===== src/rtl/cdf_regs.vh =====
// constants of the clock divider / fanout configuration block
// assumes one 100 MHz core clock; each core cycle stands for one input-clock half period
`ifndef CDF_REGS_VH
`define CDF_REGS_VH

// configuration word, bit Dn sits at index n-1
`define CDF_CFG_W 22
`define CDF_CFG_RST 22'h000000
`define CDF_CNT_W 5
// divider select fields, lowest index holds name bit 2
`define CDF_DIV_A_LSB 10
`define CDF_DIV_B_LSB 13
`define CDF_DIV_C_LSB 16
`define CDF_DIV_D_LSB 19
`define CDF_DIV_FIELD_STEP 3
// per-output enables, qa0 first
`define CDF_EN_LSB 2
`define CDF_N_OUT 8
`define CDF_N_BANK 4
// output type bits
`define CDF_TYPE_A_BIT 0
`define CDF_TYPE_BCD_BIT 1
`define CDF_TYPE_LVDS 1'b0
`define CDF_TYPE_LVPECL 1'b1
// divider select codes
`define CDF_DIV_BY1 3'h0
`define CDF_DIV_BY2 3'h1
`define CDF_DIV_BY3 3'h2
`define CDF_DIV_BY4 3'h3
`define CDF_DIV_BY5 3'h4
`define CDF_DIV_BY6 3'h5
`define CDF_DIV_RSVD 3'h6
`define CDF_DIV_BY8 3'h7

`endif


===== src/rtl/cdf_bank_div.v =====
// one bank divider: output period is twice the factor in core cycles
// assumes run_i is already synchronous to ref_clk_i
`include "cdf_regs.vh"

module cdf_bank_div
(
	input wire ref_clk_i,
	input wire sys_rst_i,
	input wire ce_i,
	input wire run_i,
	input wire [2:0] div_sel_i,
	output reg div_clk_o
);

	// half period in core cycles minus one, zero for the reserved code
	function [2:0] cdf_half_len;
		input [2:0] sel;
		begin
			case (sel)
				`CDF_DIV_BY1: cdf_half_len = 3'h0;
				`CDF_DIV_BY2: cdf_half_len = 3'h1;
				`CDF_DIV_BY3: cdf_half_len = 3'h2;
				`CDF_DIV_BY4: cdf_half_len = 3'h3;
				`CDF_DIV_BY5: cdf_half_len = 3'h4;
				`CDF_DIV_BY6: cdf_half_len = 3'h5;
				`CDF_DIV_BY8: cdf_half_len = 3'h7;
				default: cdf_half_len = 3'h0;
			endcase
		end
	endfunction

	reg [2:0] cnt_q; // cycles spent in current half period
	reg run_q; // run seen last cycle, for release detection
	wire rsvd = (div_sel_i == `CDF_DIV_RSVD); // reserved code parks output low

	////////////////////////////////////////////////////////////////////////////
	// divider counter and output level
	always @(posedge ref_clk_i)
	begin
		if (sys_rst_i)
		begin
			cnt_q <= 3'h0;
			run_q <= 1'b0;
			div_clk_o <= 1'b0;
		end
		else if (ce_i)
		begin
			run_q <= run_i;
			if (!run_i || rsvd)
			begin
				// held in reset or on the reserved code: low, counter cleared
				cnt_q <= 3'h0;
				div_clk_o <= 1'b0;
			end
			else if (!run_q)
			begin
				// release: every bank not on the reserved code goes high on this same edge
				cnt_q <= 3'h0;
				div_clk_o <= 1'b1;
			end
			else if (cnt_q >= cdf_half_len(div_sel_i))
			begin
				// half period done, toggle
				cnt_q <= 3'h0;
				div_clk_o <= ~div_clk_o;
			end
			else
			begin
				cnt_q <= cnt_q + 3'h1;
			end
		end
	end

endmodule // cdf_bank_div


===== src/rtl/cdf_config.v =====
// configuration and control of a 1-to-8 clock divider and fanout buffer
// assumes serial pins and control pins are asynchronous to ref_clk_i
`include "cdf_regs.vh"

module cdf_config
(
	input wire ref_clk_i,
	input wire sys_rst_i,
	input wire ce_i,
	input wire sclk_i,
	input wire serial_data_in_i,
	input wire load_strobe_i,
	input wire global_oe_i,
	input wire divider_reset_n_i,
	output reg serial_data_out_o,
	output reg [7:0] out_p_o,
	output reg [7:0] out_n_o,
	output reg [7:0] out_type_o,
	output reg [7:0] out_enabled_o,
	output reg cfg_loaded_o,
	output reg [4:0] bit_count_o
);

	// serial port states
	localparam [2:0] ST_IDLE = 3'b001;
	localparam [2:0] ST_SHIFT = 3'b010;
	localparam [2:0] ST_LOAD = 3'b100;

	////////////////////////////////////////////////////////////////////////////
	// pin synchronisers, two flops each
	reg [4:0] sync1_q; // first stage, read only by sync2_q
	reg [4:0] sync2_q; // second stage, usable
	reg sclk_d1_q; // delayed sclk for edge detect
	reg le_d1_q; // delayed load strobe for edge detect

	wire sclk_s = sync2_q[0];
	wire sdi_s = sync2_q[1];
	wire le_s = sync2_q[2];
	wire oe_s = sync2_q[3];
	wire run_s = sync2_q[4];
	wire sclk_rise = sclk_s & ~sclk_d1_q;
	wire le_rise = le_s & ~le_d1_q;
	wire le_fall = ~le_s & le_d1_q;

	// synchroniser and edge history
	always @(posedge ref_clk_i)
	begin
		if (sys_rst_i)
		begin
			sync1_q <= 5'h00;
			sync2_q <= 5'h00;
			sclk_d1_q <= 1'b0;
			le_d1_q <= 1'b0;
		end
		else if (ce_i)
		begin
			sync1_q <= {divider_reset_n_i, global_oe_i, load_strobe_i, serial_data_in_i, sclk_i};
			sync2_q <= sync1_q;
			sclk_d1_q <= sclk_s;
			le_d1_q <= le_s;
		end
	end

	////////////////////////////////////////////////////////////////////////////
	// serial shift register and active configuration
	reg [`CDF_CFG_W-1:0] shift_q; // incoming word
	reg [`CDF_CFG_W-1:0] active_q; // applied word
	reg loaded_q; // a word has been applied since reset
	reg [2:0] state_q; // serial port state
	reg [2:0] state_d;
	reg [`CDF_CNT_W-1:0] cnt_q; // bits shifted since last load

	// next state of the serial port
	always @*
	begin
		state_d = state_q;
		case (state_q)
			ST_IDLE:
			begin
				if (le_rise)
					state_d = ST_LOAD;
				else if (sclk_rise && !le_s)
					state_d = ST_SHIFT;
			end
			ST_SHIFT:
			begin
				if (le_rise)
					state_d = ST_LOAD;
			end
			ST_LOAD:
			begin
				// strobe high: wait for it to fall
				if (le_fall)
					state_d = ST_IDLE;
			end
			default: state_d = ST_IDLE;
		endcase
	end

	// shift, load and readback reload
	always @(posedge ref_clk_i)
	begin
		if (sys_rst_i)
		begin
			state_q <= ST_IDLE;
			shift_q <= `CDF_CFG_RST;
			active_q <= `CDF_CFG_RST;
			loaded_q <= 1'b0;
			cnt_q <= {`CDF_CNT_W{1'b0}};
			serial_data_out_o <= 1'b0;
		end
		else if (ce_i)
		begin
			state_q <= state_d;
			if (le_rise)
			begin
				// apply the shifted word at the strobe rise
				active_q <= shift_q;
				loaded_q <= 1'b1;
				cnt_q <= {`CDF_CNT_W{1'b0}};
			end
			else if (le_fall)
			begin
				// reload the applied word so the next frame reads it back
				shift_q <= active_q;
			end
			else if (sclk_rise && !le_s)
			begin
				// msb first, D22 ends up at the top after 22 edges
				// active_q untouched here, outputs keep old settings
				shift_q <= {shift_q[`CDF_CFG_W-2:0], sdi_s};
				if (cnt_q != 5'h1f)
					cnt_q <= cnt_q + 5'h01;
			end
			// serial out shows the top bit after every shift
			serial_data_out_o <= shift_q[`CDF_CFG_W-1];
		end
	end

	////////////////////////////////////////////////////////////////////////////
	// bank dividers
	wire [3:0] bank_clk; // divided clock per bank, a..d
	wire [4*3-1:0] bank_sel; // select per bank, {bit2,bit1,bit0}

	genvar gb;
	generate
		for (gb = 0; gb < `CDF_N_BANK; gb = gb + 1)
		begin : g_bank
			// field of three bits, name bit0 at the highest index
			assign bank_sel[gb*3+2:gb*3] = {
				active_q[`CDF_DIV_A_LSB + gb*`CDF_DIV_FIELD_STEP],
				active_q[`CDF_DIV_A_LSB + gb*`CDF_DIV_FIELD_STEP + 1],
				active_q[`CDF_DIV_A_LSB + gb*`CDF_DIV_FIELD_STEP + 2]};

			cdf_bank_div u_div
			(
				.ref_clk_i(ref_clk_i),
				.sys_rst_i(sys_rst_i),
				.ce_i(ce_i),
				.run_i(run_s),
				.div_sel_i(bank_sel[gb*3+2:gb*3]),
				.div_clk_o(bank_clk[gb])
			);
		end
	endgenerate

	////////////////////////////////////////////////////////////////////////////
	// output enable, type and level per output
	wire [7:0] en_word = active_q[`CDF_EN_LSB+7:`CDF_EN_LSB]; // qa0..qd1
	wire [7:0] en_eff; // enables after pin and load gating
	wire [7:0] type_sel; // configured type per output

	genvar go;
	generate
		for (go = 0; go < `CDF_N_OUT; go = go + 1)
		begin : g_out
			// pin low or never loaded: disabled whatever the bits
			// pin high: own bit decides
			assign en_eff[go] = oe_s & loaded_q & en_word[go];
			// bank a uses D1, the rest D2
			assign type_sel[go] = (go < 2) ? active_q[`CDF_TYPE_A_BIT] :
				active_q[`CDF_TYPE_BCD_BIT];

			// registered pin drive
			always @(posedge ref_clk_i)
			begin
				if (sys_rst_i)
				begin
					out_p_o[go] <= 1'b0;
					out_n_o[go] <= 1'b1;
					out_type_o[go] <= `CDF_TYPE_LVDS;
					out_enabled_o[go] <= 1'b0;
				end
				else if (ce_i)
				begin
					out_enabled_o[go] <= en_eff[go];
					if (en_eff[go])
					begin
						out_p_o[go] <= bank_clk[go/2];
						out_n_o[go] <= ~bank_clk[go/2];
						out_type_o[go] <= type_sel[go];
					end
					else
					begin
						// static low/high in LVDS
						out_p_o[go] <= 1'b0;
						out_n_o[go] <= 1'b1;
						out_type_o[go] <= `CDF_TYPE_LVDS;
					end
				end
			end
		end
	endgenerate

	////////////////////////////////////////////////////////////////////////////
	// status outputs
	always @(posedge ref_clk_i)
	begin
		if (sys_rst_i)
		begin
			cfg_loaded_o <= 1'b0;
			bit_count_o <= 5'h00;
		end
		else if (ce_i)
		begin
			cfg_loaded_o <= loaded_q;
			// a full word shows 22 here before the strobe
			bit_count_o <= cnt_q;
		end
	end

endmodule // cdf_config


===== config.mk =====
export PLATFORM = sky130hd
export DESIGN_NAME = cdf_config
export DESIGN_NICKNAME = d
export VERILOG_FILES = /design/src/rtl/cdf_bank_div.v /design/src/rtl/cdf_config.v
export VERILOG_INCLUDE_DIRS = /design/src /design/src/rtl
export SDC_FILE = /design/constraint.sdc
export NUM_CORES = 1
export LEC_CHECK = 0
export BUFFER_PORTS_ARGS = -buffer_cell sky130_fd_sc_hd__buf_2
export CAP_MARGIN = 20
export CORE_AREA = 10 10 141 143
export CTS_CLUSTER_SIZE = 40
export DETAILED_ROUTE_END_ITERATION = 10
export DIE_AREA = 0 0 151 153
export PLACE_DENSITY = 0.46
export SYNTH_ARGS = -nofsm -noshare
export SYNTH_HDL_FRONTEND = slang
export SYNTH_SLANG_ARGS = --single-unit

===== constraint.sdc =====
create_clock -name ref_clk_i -period 2.4 [get_ports ref_clk_i]
set_input_delay 0.48 -clock ref_clk_i [delete_from_list [all_inputs] [get_ports ref_clk_i]]
set_output_delay 0.48 -clock ref_clk_i [all_outputs]
set_load 0.1 [all_outputs]

==> out/results.md <==
| Parameter | This run |
|:---|:---|
| Inserted Diodes | 0 |
| Max-capacitance violation count | 0 |
| TritonCTS clock tree | yes |
| Buf+Inv Stages, Crit Path | 0 |
| Setup slack after layout | 0.332 ns |
| Highest achievable clock rate | 484 MHz |
| Longest individual stage delay on the worst path | 0.41 ns |
| CP Cell Sequence | ha_1 -> and3_1 -> ha_1 -> nor3b_4 -> nand4_1 -> or4_1 -> a31oi_1 |
| Hold buffer count at CTS | 0 |
| Post-CTS setup buffers | 0 |
| Drt pass-1 iters | 4 |
| Tightest Pin Transition | 0.544 ns |
| Post-detailed-route wirelength per cell | 14.6 um |
| Met2 demand-to-capacity share in global routing | 15.6% |
| Portion of total power attributed to the clock network | 51.1% |
| Gpl congestion | 0.751 |
| Number of vias after detailed routing | 4015 |
| Data arrival time of the worst path | 2.40 ns |
| Effective utilization at floorplan | 29.4% |
| Met3 capacity usage during global routing | 3.84% |
| Critical setup path kind | flop to flop |
| Net Switching | 987 uW |
| Count of final setup violators | 0 |
| Post-Place Worst Slack | 0.327 ns |
| Portion of total power attributed to combinational logic | 3.8% |
| Vias in the first global route | 3939 |
| Sort of element at the end of the critical path | flop |
| DRC viols | 0 |
| Cell count after placement | 802 |
| Number of inserted filler cells in the final layout | 1768 |
| Worst R2R End | cnt_q[3] |
| Post-route clock period utilization | 86.2% |
| Ratio of cells with drive above 1 in the final layout | 15.7% |
| Met1 routing resource usage after global routing | 14.5% |
| Num rows | 48 |
| CTS root buffer | sky130_fd_sc_hd__clkbuf_16 |
| Largest buffer count on any clock path | 2 |
| Syn. warnings | 0 |
| Overall die width | 151 um |
| Area enclosed by the die boundary | 23100 um^2 |
| Layout-stage area growth over the synthesis result | 19.5% |
| Register share of total power | 45.1% |
| Netlist area before placement | 5010 um^2 |
| Die H | 153 um |
| Number of clock sinks | 118 |
| H-Tree Depth | 4 |
| Io pins | 47 |
| Critical Path Stages | 7 |
| Cell occurring most often along the worst timing path | sky130_fd_sc_hd__ha_1 |
| Final core area utilization | 35.1% |
| Number of enable-type register cells in the synthesized netlist | 0 |
| Critical path startpoint | cnt_q[0] |
| Commonest non-fill, non-tap cells in the layout | sky130_fd_sc_hd__dfxtp_1 (118), sky130_fd_sc_hd__nand2_1 (75), sky130_fd_sc_hd__nor2_1 (62), sky130_fd_sc_hd__buf_2 (45), sky130_fd_sc_hd__mux2i_1 (42) |
| Gate count after technology mapping | 560 |
| Total Routed Length | 12200 um |
| Worst path slowest cell | sky130_fd_sc_hd__or4_1 |
| Worst r2r src | cnt_q[0] |
| Sequential area share after synthesis | 47.1% |
| Worst Setup Start Kind | flop |
| Clock latency of the later-clocked register in the worst-skew pair | 0.41 ns |
| Core Box Area | 17100 um^2 |
| Final worst path period need | 2.07 ns |
| Antenna violations before repair | 0 |
| Worst IR Drop VDD | 443 uV |
| Class of the tightest hold or removal check | primary input to flop |
| Cell Pwr Density | 743 nW/um^2 |
| Data required time at the worst endpoint | 2.74 ns |
| Global-route wire length before repair | 20200 um |
| Mapped Avg Cell Area | 8.95 um^2 |
| Vias per std cell | 4.83 |
| Reg-to-reg slack, setup | 0.33 ns |
| Endpoints failing hold | 0 |
| Max Fanout on Critical Path | 6 |
| Share of flip-flops with an asynchronous set or reset after synthesis | 0% |
| Fin. max-slew vios | 0 |
| Non-filler cells in the finished layout | 832 |
| Worst path top cell family by delay | simple AND/OR/NAND/NOR gates |
| Flip-flop and latch count after synthesis | 118 |
| Dpl hpwl | 8020 um |
| CTS buffer count | 17 |
| Number of buffers inserted by port buffering | 46 |
| Internal cell power | 3.46 mW |
| Setup repair after global routing missed its margin | false |
| Result of the run | completed |
| Antenna viol nets, final | 0 |
| Syn_nets | 586 |
| Pin count of the biggest net entering global routing | 121 |
| Number of nets in the layout | 622 |
| Beginning of the worst hold path | sclk_i |
| Switching share of power | 22.2% |
| Worst Clk Skew | 0.0158 ns |
| GR Overflow Total | 0 |
| Leading cell type in the layout, fill and taps excluded | sky130_fd_sc_hd__dfxtp_1 |
| Number of gates given a new drive strength after cts | 0 |
| Overall global routing resource usage | 10.8% |
| Ys flop type | sky130_fd_sc_hd__dfxtp_1 |
| Headroom to the max-slew limit | 63.4% |
| Register-to-Register Path Depth | 7 |
| Iteration-0 DRC Markers | 189 |
| Busiest layer in global routing | met2 |
| CP endpoint | cnt_q[3] |
| Clock transition at path regs | 0.05 ns |
| Setup TNS Final | 0 ns |
| Leakage power | 2.15 nW |
| Number of unique standard cell types used by synthesis | 42 |
==> power groups by stage <==
stage | combinational, mW | clock [mW] | sequential, mW
2_1_floorplan | 0.122 | 0 | 2.05
3_3_place_gp | 0.167 | 0 | 2.05
3_5_place_dp | 0.169 | 0 | 2.05
4_1_cts | 0.170 | 2.34 | 2.01
5_1_grt | 0.187 | 2.43 | 2.01
6_report | 0.168 | 2.27 | 2.01
==> worst min path at each step <==
stage             endpoint  slack (ns)  depth (start not counted)
4_1_cts         sync1_q[4]        0.29                          3
5_1_grt         sync1_q[4]        0.31                          3
2_1_floorplan  active_q[1]        0.44                          2
3_5_place_dp    out_p_o[6]        0.45                          2
3_3_place_gp    out_p_o[7]        0.45                          2
6_report        sync1_q[0]        0.30                          3
==> through the flow <==
| step | instance area (um^2) | power [mW] | hold WS (ns) |
|---|---|---|---|
| floorplan | 5010 | 2.17 | 0.444 |
| global placement | 5460 | 2.22 | 0.449 |
| detailed placement | 5460 | 2.22 | 0.454 |
| CTS | 5990 | 4.52 | 0.294 |
| global route | 5990 | 4.63 | 0.308 |
| finish | 5990 | 4.45 | 0.304 |
==> tightest hold or removal path, delay by kind of cell <==
family | cells | cell delay, ns
AND/OR/NAND/NOR | 1 | 0.07
buffers and inverters | 1 | 0.08
multiplexers | 1 | 0.05
==> metal layers <==
metal  vias to the layer above  share of wire, %  routed length [um]
met5                         -                 0                   0
met4                         0              0.57                  69
met3                         6               5.5                 663
met2                        59                44                5370
met1                      1901                50                6050
li1                       2049                 -                   -
==> area by class of cell <==
class	instances	area (um^2)	share of cell area [%]
well taps	225	282	4.70
clock inverters	11	86.3	1.44
inverters	18	67.6	1.13
flip-flops and latches	118	2360	39.5
clock buffers	19	443	7.40
multi-input cells	383	2410	40.3
repair buffers	58	335	5.60
==> synth_stat cells (3+ instances only) <==
library cell / number / area [um^2]
sky130_fd_sc_hd__inv_1: 18 / 67.6
sky130_fd_sc_hd__a221o_1: 3 / 30.0
sky130_fd_sc_hd__nand2_1: 75 / 282
sky130_fd_sc_hd__nand3b_1: 6 / 45.0
sky130_fd_sc_hd__dfxtp_1: 118 / 2360
sky130_fd_sc_hd__a22o_1: 3 / 26.3
sky130_fd_sc_hd__or4_1: 6 / 45.0
sky130_fd_sc_hd__a2111oi_0: 3 / 26.3
sky130_fd_sc_hd__ha_1: 18 / 225
sky130_fd_sc_hd__a21oi_1: 37 / 185
sky130_fd_sc_hd__clkbuf_1: 25 / 93.8
sky130_fd_sc_hd__nand2b_1: 10 / 62.6
sky130_fd_sc_hd__nor4_1: 4 / 25.0
sky130_fd_sc_hd__a22oi_1: 14 / 105
sky130_fd_sc_hd__buf_1: 4 / 15.0
sky130_fd_sc_hd__nor3b_1: 5 / 37.5
sky130_fd_sc_hd__nor2b_1: 8 / 50.1
sky130_fd_sc_hd__nor2_1: 62 / 233
sky130_fd_sc_hd__buf_2: 11 / 55.1
sky130_fd_sc_hd__o2111ai_1: 4 / 35.0
sky130_fd_sc_hd__a211oi_1: 23 / 173
sky130_fd_sc_hd__nand3_1: 9 / 45.0
sky130_fd_sc_hd__a31o_2: 4 / 35.0
sky130_fd_sc_hd__o21ai_0: 18 / 90.1
sky130_fd_sc_hd__nor3_1: 6 / 30.0
sky130_fd_sc_hd__mux2i_1: 42 / 420
sky130_fd_sc_hd__o32ai_1: 4 / 35.0
==> flip-flops by register name, summed over array words and instances (netlist names) <==
signal	count
bit_count_o	5
g_bank.u_div.run_q	1
sync2_q	5
g_bank.u_div.cnt_q	12
serial_data_out_o	1
g_bank.u_div.div_clk_o	4
sclk_d1_q	1
out_n_o	8
out_type_o	8
shift_q	22
active_q	22
le_d1_q	1
loaded_q	1
cnt_q	5
out_p_o	8
sync1_q	5
cfg_loaded_o	1
out_enabled_o	8
==> cells by family after synthesis <==
group           count (synthesis)  share of synthesized area [%]
buf+inv                        59                           4.77
mux                            42                           8.39
fa+ha+maj                      18                           4.49
simple gates                  200                           18.6
flops                         118                           47.1
compound gates                123                           16.6
No activity file was read; power rests on OpenSTA's default activity.
